[src/rtl/flash_erase_consts.vh]
// constants for the host-side nor flash erase sequencer
// assumes a 20 MHz sys_clk and an asynchronous x16 flash bus
`ifndef FLASH_ERASE_CONSTS_VH
`define FLASH_ERASE_CONSTS_VH

`define ADDR_W        26
`define DATA_W        16
`define UNLOCK_A1     26'h0000555
`define UNLOCK_A2     26'h00002aa
`define UNLOCK_D1     16'h00aa
`define UNLOCK_D2     16'h0055
`define CMD_SETUP     16'h0080
`define CMD_DIE       16'h0010
`define CMD_BLOCK     16'h0030
`define CMD_SUSPEND   16'h00b0
`define CMD_RESUME    16'h0030
`define CMD_RESET     16'h00f0
// polling bits: dq7 done-data, dq6 toggle, dq5 fail
`define POLL_DQ7      7
`define POLL_DQ6      6
`define POLL_DQ5      5
// bus cycle timing: 5 clocks low (250 ns), 3 high before ce_n rises
`define T_LOW_CYC     3'h4
`define T_HIGH_CYC    3'h2
`define T_RD_CYC      3'h4
`define OP_DIE        2'h0
`define OP_BLOCK      2'h1
`define OP_SUSPEND    2'h2
`define OP_RESUME     2'h3

`endif

[src/rtl/flash_bus_cycle.v]
// one asynchronous write or read cycle on the flash bus
// assumes the caller holds addr and data stable while busy
`timescale 1ns/1ps
`include "flash_erase_consts.vh"

module flash_bus_cycle (
  // clock and reset
  input  wire               sys_clk,
  input  wire               rst,
  // request
  input  wire               start,
  input  wire               is_read,
  input  wire [`ADDR_W-1:0] addr,
  input  wire [`DATA_W-1:0] wdata,
  output reg                busy_r,
  output reg                done_r,
  output reg  [`DATA_W-1:0] rdata_r,
  // flash pins
  input  wire [`DATA_W-1:0] dq_in_sync,
  output reg  [`ADDR_W-1:0] a_r,
  output reg  [`DATA_W-1:0] dq_out_r,
  output reg                dq_oe_r,
  output reg                we_n_r,
  output reg                oe_n_r,
  output reg                ce_n_r
);

  reg [2:0] cnt_r;
  reg       phase_r;
  reg       rd_r;

  always @(posedge sys_clk) begin
    if (rst) begin
      busy_r   <= 1'b0;
      done_r   <= 1'b0;
      rdata_r  <= 16'h0000;
      a_r      <= 26'h0000000;
      dq_out_r <= 16'h0000;
      dq_oe_r  <= 1'b0;
      we_n_r   <= 1'b1;
      oe_n_r   <= 1'b1;
      ce_n_r   <= 1'b1;
      cnt_r    <= 3'h0;
      phase_r  <= 1'b0;
      rd_r     <= 1'b0;
    end else begin
      done_r <= 1'b0;
      if (!busy_r) begin
        if (start) begin
          busy_r   <= 1'b1;
          rd_r     <= is_read;
          a_r      <= addr;
          dq_out_r <= wdata;
          dq_oe_r  <= !is_read;
          ce_n_r   <= 1'b0;
          we_n_r   <= is_read;
          oe_n_r   <= !is_read;
          cnt_r    <= is_read ? `T_RD_CYC : `T_LOW_CYC;
          phase_r  <= 1'b0;
        end
      end else if (cnt_r != 3'h0) begin
        cnt_r <= cnt_r - 3'h1;
      end else if (!phase_r) begin
        // data latched on the rising strobe edge
        if (rd_r)
          rdata_r <= dq_in_sync;
        we_n_r  <= 1'b1;
        oe_n_r  <= 1'b1;
        phase_r <= 1'b1;
        cnt_r   <= `T_HIGH_CYC;
      end else begin
        dq_oe_r <= 1'b0;
        ce_n_r  <= 1'b1;
        busy_r  <= 1'b0;
        done_r  <= 1'b1;
      end
    end
  end

endmodule // flash_bus_cycle

[src/rtl/flash_erase_host.v]
// host controller issuing erase, suspend, resume to a nor flash
// assumes the flash is outside the clock domain: read data is
// synchronised; the caller starts one request at a time
`timescale 1ns/1ps
`include "flash_erase_consts.vh"

module flash_erase_host (
  // clock and reset
  input  wire               sys_clk,
  input  wire               rst,
  // request
  input  wire               req,
  input  wire [1:0]         op,
  input  wire               bypass,
  input  wire [`ADDR_W-1:0] target_addr,
  input  wire               accel_req,
  output reg                busy_r,
  output reg                done_r,
  output reg                fail_r,
  output reg                suspended_r,
  // flash pins
  output wire [`ADDR_W-1:0] flash_a,
  input  wire [`DATA_W-1:0] flash_dq_in,
  output wire [`DATA_W-1:0] flash_dq_out,
  output wire               flash_dq_oe,
  output wire               flash_ce_n,
  output wire               flash_we_n,
  output wire               flash_oe_n,
  output reg                high_program_voltage_level_r
);

  localparam S_IDLE = 6'b000001;
  localparam S_WR   = 6'b000010;
  localparam S_POLL = 6'b000100;
  localparam S_CHK  = 6'b001000;
  localparam S_RST  = 6'b010000;
  localparam S_END  = 6'b100000;

  // ----------------------------------------------------------
  // pin input synchroniser
  // ----------------------------------------------------------
  reg [`DATA_W-1:0] dq_s1_r;
  reg [`DATA_W-1:0] dq_s2_r;
  always @(posedge sys_clk) begin
    if (rst) begin
      dq_s1_r <= 16'h0000;
      dq_s2_r <= 16'h0000;
    end else begin
      dq_s1_r <= flash_dq_in;
      dq_s2_r <= dq_s1_r;
    end
  end

  // ----------------------------------------------------------
  // command sequencer
  // ----------------------------------------------------------
  reg [5:0]         state_r;
  reg [2:0]         idx_r;
  reg [2:0]         last_r;
  reg [1:0]         op_r;
  reg [`ADDR_W-1:0] tgt_r;
  reg               prev6_r;
  reg               first_r;
  reg               dq5_seen_r;
  reg               cyc_start_r;
  reg               cyc_read_r;
  reg [`ADDR_W-1:0] cyc_a_r;
  reg [`DATA_W-1:0] cyc_d_r;
  wire              cyc_busy;
  wire              cyc_done;
  wire [`DATA_W-1:0] cyc_rdata;

  // unlock cycle table: index from the start of full sequence
  reg [`ADDR_W-1:0] seq_a;
  reg [`DATA_W-1:0] seq_d;
  always @* begin
    seq_a = `UNLOCK_A1;
    seq_d = `UNLOCK_D1;
    case (idx_r)
      3'h0: begin seq_a = `UNLOCK_A1; seq_d = `UNLOCK_D1; end
      3'h1: begin seq_a = `UNLOCK_A2; seq_d = `UNLOCK_D2; end
      3'h2: begin seq_a = `UNLOCK_A1; seq_d = `CMD_SETUP; end
      3'h3: begin seq_a = `UNLOCK_A1; seq_d = `UNLOCK_D1; end
      3'h4: begin seq_a = `UNLOCK_A2; seq_d = `UNLOCK_D2; end
      default: begin
        seq_a = (op_r == `OP_BLOCK) ? tgt_r : `UNLOCK_A1;
        seq_d = (op_r == `OP_BLOCK) ? `CMD_BLOCK : `CMD_DIE;
      end
    endcase
    // bypass form sends setup at idx 4 then final at 5
    if (op_r == `OP_SUSPEND) begin
      seq_a = tgt_r;
      seq_d = `CMD_SUSPEND;
    end else if (op_r == `OP_RESUME) begin
      seq_a = tgt_r;
      seq_d = `CMD_RESUME;
    end else if (idx_r == 3'h4 && last_r == 3'h5 && first_r) begin
      seq_a = tgt_r;
      seq_d = `CMD_SETUP;
    end
  end

  always @(posedge sys_clk) begin
    if (rst) begin
      state_r      <= S_IDLE;
      idx_r        <= 3'h0;
      last_r       <= 3'h5;
      op_r         <= `OP_DIE;
      tgt_r        <= 26'h0000000;
      prev6_r      <= 1'b0;
      first_r      <= 1'b0;
      dq5_seen_r   <= 1'b0;
      cyc_start_r  <= 1'b0;
      cyc_read_r   <= 1'b0;
      cyc_a_r      <= 26'h0000000;
      cyc_d_r      <= 16'h0000;
      busy_r       <= 1'b0;
      done_r       <= 1'b0;
      fail_r       <= 1'b0;
      suspended_r  <= 1'b0;
      high_program_voltage_level_r <= 1'b0;
    end else begin
      done_r      <= 1'b0;
      cyc_start_r <= 1'b0;
      case (state_r)
        S_IDLE: begin
          if (req) begin
            busy_r  <= 1'b1;
            fail_r  <= 1'b0;
            op_r    <= op;
            tgt_r   <= target_addr;
            first_r <= 1'b0;
            dq5_seen_r <= 1'b0;
            high_program_voltage_level_r <= accel_req && (op == `OP_DIE);
            if (op == `OP_SUSPEND || op == `OP_RESUME) begin
              idx_r  <= 3'h5;
              last_r <= 3'h5;
            end else if (bypass || (accel_req && op == `OP_DIE)) begin
              idx_r   <= 3'h4;
              first_r <= 1'b1;
              last_r  <= 3'h5;
            end else begin
              idx_r  <= 3'h0;
              last_r <= 3'h5;
            end
            state_r <= S_WR;
          end
        end
        S_WR: begin
          if (!cyc_busy && !cyc_start_r && !prev6_r) begin
            cyc_start_r <= 1'b1;
            cyc_read_r  <= 1'b0;
            cyc_a_r     <= seq_a;
            cyc_d_r     <= seq_d;
            prev6_r     <= 1'b1;
          end else if (cyc_done) begin
            prev6_r <= 1'b0;
            first_r <= 1'b0;
            if (idx_r == last_r) begin
              case (op_r)
                `OP_SUSPEND: begin
                  suspended_r <= 1'b1;
                  state_r     <= S_END;
                end
                // resume from read mode, then poll
                // this host never enters other modes to leave first
                `OP_RESUME: begin
                  suspended_r <= 1'b0;
                  state_r     <= S_POLL;
                end
                default: state_r <= S_POLL;
              endcase
            end else begin
              idx_r <= idx_r + 3'h1;
            end
          end
        end
        S_POLL: begin
          if (!cyc_busy && !cyc_start_r && !prev6_r) begin
            cyc_start_r <= 1'b1;
            cyc_read_r  <= 1'b1;
            cyc_a_r     <= tgt_r;
            prev6_r     <= 1'b1;
          end else if (cyc_done) begin
            prev6_r <= 1'b0;
            cyc_d_r <= cyc_rdata;
            state_r <= S_CHK;
          end
        end
        // two reads with equal toggle bit means finished
        S_CHK: begin
          if (!cyc_busy && !cyc_start_r && !prev6_r) begin
            cyc_start_r <= 1'b1;
            cyc_read_r  <= 1'b1;
            prev6_r     <= 1'b1;
          end else if (cyc_done) begin
            prev6_r <= 1'b0;
            if (cyc_rdata[`POLL_DQ6] == cyc_d_r[`POLL_DQ6]) begin
              state_r <= S_END;
            end else if (cyc_rdata[`POLL_DQ5] && dq5_seen_r) begin
              fail_r  <= 1'b1;
              state_r <= S_RST;
            end else begin
              // dq5 can rise just as the erase ends: confirm it
              // with one more toggling read before calling a fail
              dq5_seen_r <= cyc_rdata[`POLL_DQ5];
              cyc_d_r    <= cyc_rdata;
            end
          end
        end
        S_RST: begin
          if (!cyc_busy && !cyc_start_r && !prev6_r) begin
            cyc_start_r <= 1'b1;
            cyc_read_r  <= 1'b0;
            cyc_a_r     <= tgt_r;
            cyc_d_r     <= `CMD_RESET;
            prev6_r     <= 1'b1;
          end else if (cyc_done) begin
            prev6_r <= 1'b0;
            state_r <= S_END;
          end
        end
        S_END: begin
          // next erase only after this one
          busy_r  <= 1'b0;
          done_r  <= 1'b1;
          high_program_voltage_level_r <= 1'b0;
          state_r <= S_IDLE;
        end
        default: state_r <= S_IDLE;
      endcase
    end
  end

  flash_bus_cycle u_cycle (
    .sys_clk    (sys_clk),
    .rst        (rst),
    .start      (cyc_start_r),
    .is_read    (cyc_read_r),
    .addr       (cyc_a_r),
    .wdata      (cyc_d_r),
    .busy_r     (cyc_busy),
    .done_r     (cyc_done),
    .rdata_r    (cyc_rdata),
    .dq_in_sync (dq_s2_r),
    .a_r        (flash_a),
    .dq_out_r   (flash_dq_out),
    .dq_oe_r    (flash_dq_oe),
    .we_n_r     (flash_we_n),
    .oe_n_r     (flash_oe_n),
    .ce_n_r     (flash_ce_n)
  );

endmodule // flash_erase_host

[config.mk]
export PLATFORM = sky130hd
export DESIGN_NAME = flash_erase_host
export DESIGN_NICKNAME = d
export VERILOG_FILES = /design/src/rtl/flash_bus_cycle.v /design/src/rtl/flash_erase_host.v
export VERILOG_INCLUDE_DIRS = /design/src /design/src/rtl
export SDC_FILE = /design/constraint.sdc
export NUM_CORES = 1
export LEC_CHECK = 0
export BUFFER_PORTS_ARGS = -buffer_cell sky130_fd_sc_hd__buf_2
export CORE_UTILIZATION = 40
export CTS_BUF_LIST = sky130_fd_sc_hd__clkbuf_16
export CTS_CLUSTER_DIAMETER = 80
export DETAILED_ROUTE_END_ITERATION = 12
export PLACE_DENSITY = 0.68
export SYNTH_ARGS = -nofsm -noshare
export SYNTH_HDL_FRONTEND = slang
export SYNTH_SLANG_ARGS = --single-unit
export TNS_END_PERCENT = 10
[constraint.sdc]
create_clock -name sys_clk -period 4.6 [get_ports sys_clk]
set_input_delay 0.46 -clock sys_clk [delete_from_list [all_inputs] [get_ports sys_clk]]
set_output_delay 0.46 -clock sys_clk [all_outputs]
set_load 0.01 [all_outputs]
==> results of run 1 <==
-- state kept, by name, indices dropped and copies added, names as in the netlist, 2 cells and up --
signal and count:
u_cycle.cnt_r 3, u_cycle.a_r 26, dq_s1_r 16, state_r 6, u_cycle.dq_out_r 16, tgt_r 26, u_cycle.rdata_r 16, cyc_a_r 26
op_r 2, idx_r 3, cyc_d_r 16, dq_s2_r 16
-- Yosys cell counts (all sizes together) (2+ instances only) --
master  number  area share (%)
nand3       25             1.7
xnor2        3            0.36
xor2         3            0.36
nor3b        4            0.48
nor2        27             1.4
nor3        14            0.96
clkbuf      50             2.6
and3         3            0.26
o22ai        2            0.17
mux2i        4            0.55
a211oi       5            0.52
inv         12            0.62
a32oi        2            0.24
or4          2            0.21
dfxtp      190              52
o211ai       3            0.31
o21ai       31             2.1
buf         13            0.95
a21boi       3            0.31
o32ai        2            0.24
nor4b        4            0.57
a21oi      149              10
nand2      220              11
ha           8             1.4
nor4         4            0.34
and2         5            0.43
or3          3            0.26
nand4       10            0.86
a311oi       5            0.60
or4b         2            0.33
a31oi        6            0.52
a221o        3            0.41
nor2b       36             3.1
nand2b       4            0.34
-- power breakdown --
group          switching, mW  total (mW)  internal, mW
sequential            0.0420        1.74          1.70
combinational          0.195       0.301         0.106
clock                  0.607        1.39         0.788
-- kinds of logic (layout without fill, tap and decap cells) --
logic type / after synthesis / count (layout)
xor+xnor: 6 / 6
flops: 190 / 190
simple gates: 368 / 368
buf+inv: 76 / 149
compound gates: 225 / 225
fa+ha+maj: 8 / 8
mux: 5 / 5
-- metal layers --
layer	vias up	GRT usage [%]	wire length, µm
li1	3110	-	-
met1	2837	26.3	8340
met2	140	27.7	7380
met3	17	4.41	886
met4	2	6.35	231
met5	-	0	13
-- final cells by class --
class,instances,area (µm²)
Fill cell,1713,9130
Tap cell,225,282
Clock buffer,17,425
Clock inverter,15,130
Sequential cell,190,3800
Inverter,13,48.8
Multi-Input combinational cell,612,3180
Timing Repair Buffer,104,536
-- final timing paths --
path,startpoint,end,slack [ns],depth (start not counted)
min reg2reg,dq_s1_r[15]$_SDFF_PP0_,dq_s2_r[15]$_SDFF_PP0_,0.43,1
min,flash_dq_in[11],dq_s1_r[11]$_SDFF_PP0_,0.24,2
max,state_r[4]$_SDFFE_PP0P_,first_r$_SDFFE_PP0P_,1.72,5
max reg2reg,state_r[4]$_SDFFE_PP0P_,first_r$_SDFFE_PP0P_,1.72,5
==> metrics list, run 1 <==
- Status: finished clean
- The number of max-slew violations in the final report came to 0.
- The critical path in this run is classified as reg -> reg.
* Async S/R FF share, synth: 0%
* Capturing element type of the critical path: register
- Leakage: 3.15 nW
- Multiplexer share of the synthesized area: 0.706%
- Global-route wire length before repair: 27200 µm
- Final setup fails: 0
- In this run, placement finished with an instance count of 1144.
- Worst slack, placed: 1.77 ns
- Number of detailed-routing iterations run before antenna repair: 5
* Cell family contributing the most delay on the critical path: simple AND/OR/NAND/NOR gates
- Clock skew on the completed layout was measured at 0.00673 ns.
* Chip Height: 137 µm
- By area, the combinational part of the netlist is dominated by simple AND/OR/NAND/NOR gates.
- Proportion of synthesized chip area in sequential cells: 52.3%
- Final instance area: 8410 µm²
- Residual overflow from global routing: 0
* Post-Synthesis Mean Instance Area: 8.28 µm²
- The synthesized netlist devotes 17.5% of its cell area to compound gates.
* Setup_tns: 0 ns
* Area grow syn2layout: 15.7%
* Distinct cell type count of the synthesized netlist: 62
* Vias in the first global route: 5487
* Master cell of the clock root buffer: clkbuf_16
- Max-cap violations: 0
- Area of the mapped netlist: 7270 µm²
* Antenna viol nets, final: 0
* Number of sinks handled by clock tree synthesis: 190
- Leaving out fill and tap cells, the most frequent cells in the layout are nand2_1 (220), dfxtp_1 (190), a21oi_1 (147).
- RePlAce Congestion: 0.823
* Count of instances resized after the clock tree is built: 0
- Total Power: 3.44 mW
- Number of buffers added for setup after CTS: 0
* Number of antenna violations at the first check in global routing: 1
* Commonest register cell after synthesis: dfxtp_1
- Clk pin slew, worst setup/hold paths: 0.07 ns
- Syn Inst Count: 878
* Hold Worst Slack: 0.237 ns
- TritonCTS clock tree: done
* Detail-routed via count per cell: 5.19
* Worst IR Drop VDD: 0.259 mV
- Antenna Cells: 0
- The worst path needs 2.88 ns of the cycle, external delays included.
* Die Outline Area: 18700 µm²
- Slew @ Worst Pin: 1.27 ns
- The initial utilization of the core area, before any placement, comes to 41.5%.
- Count of non-filler cells in the finished layout: 1176
* Post-synthesis share of cell area spent on full adders, half adders and majority gates: 1.38%
- The count of buffers added on input and output ports is 99.
* Number of ports placed on the die boundary: 100
* Total number of placement rows: 48
- Overall die width: 137 µm
- Cell area power density: 409 nW/µm²
- At the worst endpoint, the arrival time is 3.24 ns.
- CTS Buffer Depth: 2
- H-Tree Level Count: 4
- Count of hold buffers inserted by post-cts repair: 0
- The worst pin sits at a relative slew slack of 15.5%.
- For the worst setup path, the data required time is 4.96 ns.
* Drt initial violations: 470
* Fin. Hold Viols: 0
- After floorplanning, the core was sized to cover 17500 µm².
- The number of nets handed over by synthesis was 935.
- Global routing used 18.6% of the available tracks across all layers.
- Timing would allow up to 0.348 GHz.
- For this run, design rule violations remaining after detail routing come to 0.
- The HPWL after detailed placement is 11000 µm.
* Fraction of the core area covered by cells at the end of the flow: 47.9%
- Tcrit/Tclk final: 62.5%
* Sequence of cells on the critical path: or4b_4, or4b_1, nor4_1, a31oi_1, nor2_1
- CP Launch Type: register
- Xor/xnor cell area share of the yosys netlist: 0.723%
- Maximum number of pins on one net before global-route repair: 104
- Buffers inserted during clock tree synthesis total 17.
- Across all setup checks in the final design, the least slack found is 1.72 ns.
* Routed wire per std cell: 14.3 µm
- # nets final: 995
- The synthesized design contains 0 enable-type register cells.
- Total wirelength of the detailed-routed design: 16900 µm
- Area after detailed placement: 7850 µm²
* Count of synthesis-stage warnings from yosys: 0
- The number of buffers and inverters on the critical path is 0.
- The post-route netlist has 15.0% of its cells at a drive strength greater than 1.
- In this run the worst path has a maximum fanout of 35.
- Post-synthesis simple-gate area fraction: 23.2%
* Later-pin clock latency in the skew report: 0.43 ns
- On the worst path, the slowest cell contributes a delay of 1.06 ns.
* Post-synthesis sequential element count: 190
- The slowest stage of the critical path is the or4b_1 cell.
- Setup repair after global routing missed its margin: false
* Type of the worst min-delay path: in -> reg
- Leaving out fill and tap cells, the most frequent cell in the layout is nand2_1.
- The routed layout has 6106 vias.
Note: power is estimated with default switching activity, not from simulation.
==> run 2: changes to the inputs <==
--- a/config.mk
+++ b/config.mk
@@ -11,7 +11,7 @@
 export CTS_BUF_LIST = sky130_fd_sc_hd__clkbuf_16
 export CTS_CLUSTER_DIAMETER = 80
 export DETAILED_ROUTE_END_ITERATION = 12
-export PLACE_DENSITY = 0.68
+export PLACE_DENSITY = 0.7
 export SYNTH_ARGS = -nofsm -noshare
 export SYNTH_HDL_FRONTEND = slang
 export SYNTH_SLANG_ARGS = --single-unit
==> constraint.sdc (replaced) <==
create_clock -name sys_clk -period 2.4 [get_ports sys_clk]
set_input_delay 0.24 -clock sys_clk [delete_from_list [all_inputs] [get_ports sys_clk]]
set_output_delay 0.24 -clock sys_clk [all_outputs]
set_load 0.01 [all_outputs]
==> run 2 against run 1 <==
Global-route usage rose by 0.10 points. Clock-buffer cell count stayed put. Sequential power is 91% higher. Total power is 96% higher. Critical path depth unchanged. Setup slack worse by 1.6 ns. Non-clock buffer count up 27. Clock skew up 0.0011 ns. Utilization is 1.4 points higher. First-iteration DRC count shrank 14%. Final cell count up 2.0%.
==> metrics list, run 2 (synthesis results as in run 1) <==
- RePlAce Congestion: 0.861 (+4.6%)
- Category of the critical setup timing path: reg -> reg
- Sequential group share of total power: 49.4% (-1.3 points)
* Fmax: 0.443 GHz (+27%)
* Chip Height: 137 µm (unchanged)
- Overall die width: 137 µm (unchanged)
- The source-to-sink clock delay at the later pin of the worst-skew pair was 0.43 ns (about the same).
- Detail-routed via count per cell: 5.18 (-0.25%)
* Number of ports placed on the die boundary: 100 (unchanged)
- Antenna Cells: 0 (unchanged)
- The placeable core region came to 17500 µm² (unchanged).
- The worst hold path belongs to the class in -> reg.
- Clk pin slew, worst setup/hold paths: 0.07 ns (about the same)
- Antenna viol nets, final: 0 (unchanged)
- Total wirelength of the detailed-routed design: 16800 µm (-0.31%)
- The post-detailed-route wirelength per cell was 14.0 µm (-2.3%).
* Part of the power in the clock network: 41.1% (+0.6 points)
- The standard-cell row count is 48 (unchanged).
- Comb pwr share: 9.5% (+0.7 points)
* Number of buffers added for setup after CTS: 0 (unchanged)
- Number of cells on the worst reg-to-reg path: 5 (unchanged)
- Master of the slowest instance on the critical path: a2111oi_0
- The number of buffers added by the clock tree synthesis step came to 17 (unchanged).
- Met1 usage in global routing: 25.0% (-1.3 points)
- Met2 usage in global routing: 29.2% (+1.5 points)
* Fin. Hold Viols: 0 (unchanged)
* Via count: 6215 (+1.8%)
- Setup repair after global routing left no endpoint under its margin.
- Total buffers and inverters traversed by the critical path: 1 (+1)
* Die Outline Area: 18700 µm² (unchanged)
- The worst register-to-register path ends at state_r[5]$_SDFFE_PP0P_.
- The number of gates on the worst path with buffers counted came to 5 (unchanged).
* Capturing element type of the critical path: register
- Critical Path Source: state_r[0]$_SDFFE_PP1P_
- Internal power component: 5.12 mW (+97%)
* Worst reg2reg setup slack: 0.14 ns (-1.58 ns)
- Commonest cells after routing, fill and taps aside: nand2_1 (220), dfxtp_1 (190), a21oi_1 (147)
* Tcrit/Tclk final: 94.0% (+31 points)
- DP HPWL: 11400 µm (+3.2%)
* Hold Worst Slack: 0.0132 ns (-0.223 ns)
- Status: finished clean
- The initial antenna violation count was 0 (-1).
- CP Launch Type: register
- The maximum ir drop on the vdd rail was 0.526 mV (+100%).
- Cell family contributing the most delay on the critical path: simple AND/OR/NAND/NOR gates
- Vias in the first global route: 5624 (+2.5%)
* CTS Buffer Depth: 2 (unchanged)
- The net total in the final layout came to 1022 (+2.7%).
- The share of layout cells above drive strength 1 is 17.5% (+2.5 points).
* Setup_tns: 0 ns (unchanged)
* Sw Share: 24.1% (-0.41 points)
- IO Port Bufs: 99 (unchanged)
* Crit path arrival time: 2.52 ns (-0.72 ns)
- Largest registers: cyc_a_r (26), tgt_r (26), u_cycle.a_r (26)
- The length of the first detailed-routing pass in iterations came to 4 (-1).
- Final setup fails: 0 (unchanged)
- The deepest level of the CTS H-tree was 4 (unchanged).
- Cell area power density: 779 nW/µm² (+90%)
- Leakage: 3.30 nW (+4.6%)
* Destination of the critical timing path: state_r[5]$_SDFFE_PP0P_
* Total Routing Usage GR: 18.7% (+0.10 points)
- The post-route core utilization is 49.4% (+1.4 points).
- Max_slew headroom: 55.3% (+40 points)
* Residual overflow from global routing: 0 (unchanged)
- TritonCTS built the clock tree.
- The transition at the pin with the smallest max-transition slack came to 0.671 ns (-0.596 ns).
- The final routed DRC violation total came to 0 (unchanged).
* Most common library cell in the layout ignoring fill and taps: nand2_1
- Max-cap violations: 0 (unchanged)
* Master cell of the clock root buffer: clkbuf_16
* Sequence of cells on the critical path: buf_4, or4_1, nor2_1, a22oi_1, a2111oi_0
* Number of sinks handled by clock tree synthesis: 190 (unchanged)
* Global-route wire length before repair: 27400 µm (+0.81%)
* Maximum net fanout on the critical path: 7 (-80%)
- CP required: 2.67 ns (-2.29 ns)
- Net switching component of the power: 1.63 mW (+93%)
- Starting Density: 41.5% (unchanged)
- Relative to the synthesized area, the layout overhead comes to 19.1%.
* Reg-to-reg critical path startpoint: state_r[0]$_SDFFE_PP1P_
* Final critical-path required period: 2.26 ns (-0.620 ns)
- The number of max-slew violations in the final report was 0 (unchanged).
* Layer carrying the most global-route usage: met2
- Maximum clock skew at final layout: 0.00785 ns (+0.00112 ns)
- The delay of the slowest cell on the worst path was 0.63 ns (-0.43 ns).
* Global Route met3 Usage: 4.44% (+0.037 points)
* Drt initial violations: 403 (-14%)
- Maximum number of pins on one net before global-route repair: 70 (-33%)
-- run 2: area by class of cell --
cell class              instances  area (µm²)
flip-flops and latches        190        3800
well taps                     225         282
inverters                      13        48.8
clock buffers                  17         425
multi-input cells             612        3200
fillers                      1683        8880
clock inverters                12         146
repair buffers                131         753
-- run 2: routing by layer --
metal,vias to the layer above,wire length [µm]
met2,130,7730
met4,0,340
met1,2904,7860
li1,3154,-
met3,27,870
met5,-,0
-- run 2: what timing repair did --
action | CTS | global route
setup endpoints to repair | 0 | 13
endpoints found under the hold margin | 1 | 0
resized for setup | 0 | 2
hold buffers | 1 | 0
-- run 2: power groups by stage --
stage | sequential (mW) | combinational (mW) | clock, mW
after floorplan | 3.38 | 0.429 | 0
final | 3.33 | 0.639 | 2.78
after detailed placement | 3.40 | 0.630 | 0
after global placement | 3.40 | 0.626 | 0
after CTS | 3.33 | 0.636 | 2.82
after global routing | 3.34 | 0.710 | 2.96
-- run 2: worst min-delay path by stage --
stage,from,slack (ns),depth (start not counted),end
3_5_place_dp,dq_s1_r[14]$_SDFF_PP0_,0.43,1,dq_s2_r[14]$_SDFF_PP0_
4_1_cts,flash_dq_in[0],0.002,2,dq_s1_r[0]$_SDFF_PP0_
3_3_place_gp,dq_s1_r[15]$_SDFF_PP0_,0.42,1,dq_s2_r[15]$_SDFF_PP0_
2_1_floorplan,flash_dq_in[0],0.37,1,dq_s1_r[0]$_SDFF_PP0_
6_report,flash_dq_in[11],0.01,2,dq_s1_r[11]$_SDFF_PP0_
5_1_grt,flash_dq_in[10],0.009,2,dq_s1_r[10]$_SDFF_PP0_
-- run 2: metrics by stage --
stage	setup slack [ns]	instance area, µm²	std cells	power (mW)
2_1_floorplan	0.279	7270	878	3.81
3_3_place_gp	0.180	8060	1170	4.02
3_5_place_dp	0.153	8060	1170	4.03
4_1_cts	0.141	8640	1200	6.79
5_1_grt	0.0110	8660	1200	7.01
6_report	0.144	8660	1200	6.75
==> run 3: changes to the inputs <==
==> constraint.sdc (replaced) <==
create_clock -name sys_clk -period 2 [get_ports sys_clk]
set_input_delay 0.2 -clock sys_clk [delete_from_list [all_inputs] [get_ports sys_clk]]
set_output_delay 0.2 -clock sys_clk [all_outputs]
set_load 0.01 [all_outputs]
==> run 3 against run 2 <==
The run now ends with negative setup slack left. Wire length increased by 4.0%. Fmax is 12% higher. First-iteration DRC count increased by 17%.
==> metrics list, run 3 (synthesis results as in run 1) <==
* Global-route wire length before repair: 28000 µm (+2.2%)
- The number of max-slew violations in the final report is 0 (unchanged).
- Master cell of the clock root buffer: clkbuf_16
- The internal power contribution was 6.00 mW (+17%).
- The net total in the final layout came to 1071 (+4.8%).
* Master of the slowest instance on the critical path: or4b_4
* Antenna viol nets, final: 0 (unchanged)
- Maximum clock skew at final layout: 0.00676 ns (-0.00110 ns)
- The slack of the worst reg-to-reg path is -0.01 ns (-0.16 ns).
* Total buffers and inverters traversed by the critical path: 0 (-1)
- The least setup slack across all paths after layout was -0.0123 ns (-0.156 ns).
* IO Port Bufs: 99 (unchanged)
- The met3 wire length was 918 µm (+5.5%).
- The deepest level of the CTS H-tree was 4 (unchanged).
- Number of cells on the worst reg-to-reg path: 4 (-1)
- The final sum of negative setup slack was -0.0161 ns (-0.0161 ns).
- Part of the power in the clock network: 38.6% (-2.5 points)
- The clock-pin slew of the registers on the worst-case setup and hold paths was 0.06 ns (about the same).
* Slowest cell delay on critical path: 0.60 ns (-0.03 ns)
* Leakage: 3.55 nW (+7.7%)
* Sw Share: 24.9% (+0.75 points)
- Sequence of cells on the critical path: or4b_4, or4b_4, a221o_1, a21oi_2
* Worst hold path stage count: 3 (+1)
- The final routed DRC violation total was 0 (unchanged).
* Fraction of the core area covered by cells at the end of the flow: 52.6% (+3.2 points)
* Num CTS Buffers: 17 (unchanged)
- Status: finished with violations
* Most common library cell in the layout ignoring fill and taps: nand2_1
- Core area: 17500 µm² (unchanged)
- Cell area power density: 866 nW/µm² (+11%)
* Final setup fails: 2 (+2)
- The routed wire length was 17500 µm (+4.0%).
- The number of max-cap violations is 0 (unchanged).
- Residual overflow from global routing: 0 (unchanged)
- In this run the critical register-to-register path is launched from state_r[4]$_SDFFE_PP0P_.
* Overall die width: 137 µm (unchanged)
* CP required: 2.36 ns (-0.31 ns)
- The critical path in this run is classified as reg -> reg.
* Number of antenna violations at the first check in global routing: 0 (unchanged)
* Type of the worst min-delay path: in -> reg
- Total Routing Usage GR: 19.1% (+0.37 points)
* Fillers: 1649 (-2.0%)
- The final estimated routing congestion in global placement was 0.855 (-0.69%).
* Max_slew headroom: 70.0% (+15 points)
* Chip Height: 137 µm (unchanged)
- The post-route fraction of the period consumed by the critical path was 101% (+6.6 points).
- Capturing element type of the critical path: register
- Start point of the worst min-delay path: target_addr[13]
- Area grow syn2layout: 26.9%
- Sequential group share of total power: 50.1% (+0.7 points)
- The final reports fail on negative setup slack.
- Number of detailed-routing iterations run before antenna repair: 5 (+1)
* Final critical-path required period: 2.01 ns (-0.244 ns)
* Worst IR Drop VDD: 0.628 mV (+19%)
* Setup repair after global routing missed its margin: true
- Net switching component of the power: 1.99 mW (+22%)
- Number of ports placed on the die boundary: 100 (unchanged)
- The detailed router used layers up to and including met4.
- Fin. Hold Viols: 0 (unchanged)
* Number of sinks handled by clock tree synthesis: 190 (unchanged)
* Drt initial violations: 472 (+17%)
- The worst setup path is launched from a register.
- The average via count per standard cell came to 5.12 (-1.0%).
- Via count: 6406 (+3.1%)
- The most numerous cell type found on the critical path is or4b_4.
* Later-pin clock latency in the skew report: 0.43 ns (about the same)
* Routed wire per std cell: 14.0 µm (-0.18%)
- Count of non-filler cells in the finished layout: 1250 (+4.2%)
* Total number of placement rows: 48 (unchanged)
- The arrival time at the worst endpoint came to 2.38 ns (-0.14 ns).
- The number of antenna cells inserted was 0 (unchanged).
- The setup slack after placement is -0.103 ns (-0.256 ns).
- Among cell families on the critical path, the largest total delay comes from simple AND/OR/NAND/NOR gates.
- The library cells used most frequently in the layout, excluding fill and tap cells, are nand2_1 (220), dfxtp_1 (185), a21oi_1 (147).
- The sum of internal, switching and leakage power was 7.98 mW (+18%).
- The wire length on met1 is 8230 µm (+4.7%).
* TritonCTS clock tree: done
- The HPWL after detailed placement came to 12000 µm (+5.3%).
- The largest fanout on the critical path is 7 (unchanged).
- The pin count of the biggest net entering global routing was 80 (+14%).
* WHS Endpoint: tgt_r[13]$_SDFFE_PP0P_
- The transition at the pin with the smallest max-transition slack was 0.449 ns (-0.222 ns).
* Fmax: 0.497 GHz (+12%)
- The share of layout cells above drive strength 1 is 21.9% (+4.3 points).
- Met2 WL post-DR: 8080 µm (+4.6%)
- The die outline area came to 18700 µm² (unchanged).
- In the final layout, the registers with the most flip-flops are cyc_a_r (26), tgt_r (26), u_cycle.a_r (26).
* CTS Buffer Depth: 2 (unchanged)
- The starting density of the core is 41.5% (unchanged).
* Number of cells in the design after placement: 1200 (+2.6%)
* Comb pwr share: 11.4% (+1.9 points)
- Vias in the first global route: 5811 (+3.3%)
* Reg-to-reg endpoint: idx_r[2]$_SDFFE_PP0P_
[run 3: power by group through the flow]
stage                     logic, mW  clock network (mW)  registers [mW]
after floorplan               0.527                   0            4.05
final                         0.907                3.08            4.00
after global routing           1.00                3.30            4.01
after CTS                     0.878                3.15            3.99
after global placement        0.820                   0            4.08
after detailed placement      0.830                   0            4.08
[run 3: how the worst max path moves through the flow]
stage / startpoint / end / cells after the start
2_1_floorplan: state_r[3]$_SDFFE_PP0P_ / idx_r[2]$_SDFFE_PP0P_ / 6
3_3_place_gp: state_r[0]$_SDFFE_PP1P_ / first_r$_SDFFE_PP0P_ / 5
3_5_place_dp: state_r[0]$_SDFFE_PP1P_ / tgt_r[16]$_SDFFE_PP0P_ / 5
4_1_cts: state_r[4]$_SDFFE_PP0P_ / cyc_d_r[10]$_SDFFE_PP0P_ / 6
5_1_grt: state_r[4]$_SDFFE_PP0P_ / idx_r[1]$_SDFFE_PP0P_ / 6
6_report: state_r[4]$_SDFFE_PP0P_ / idx_r[2]$_SDFFE_PP0P_ / 4
[run 3: per-stage QoR]
stage	hold slack, ns	cell area (µm²)
2_1_floorplan	0.328	7290
3_5_place_dp	0.415	8350
3_3_place_gp	0.406	8350
6_report	0.0208	9220
5_1_grt	0.00684	9220
4_1_cts	0.00104	9100
[run 3: area by class of cell]
type	instances	area, µm²	area share, %
clock buffers	17	425	4.61
clock inverters	13	103	1.11
inverters	13	48.8	0.529
multi-input cells	612	3300	35.8
flip-flops and latches	190	3810	41.3
well taps	225	282	3.05
repair buffers	180	1250	13.6
[run 3: worst min-delay path: stages]
cell	delay, ns
buf_2	0.10
nand2_1	0.05
a21oi_1	0.05
[run 3: what timing repair did]
| action | 4_1_cts | 5_1_grt |
|---|---|---|
| setup buffers | 0 | 2 |
| setup endpoints to repair | 50 | 94 |
| resized for setup | 11 | 24 |
| hold buffers | 18 | 0 |
| pin swaps | 0 | 7 |
| endpoints found under the hold margin | 18 | 0 |
[run 3: layer usage]
metal,vias to the layer above,global-route usage (%)
li1,3252,-
met1,2966,26.1
met2,167,29.5
met3,21,4.81
met4,0,5.86
met5,-,0
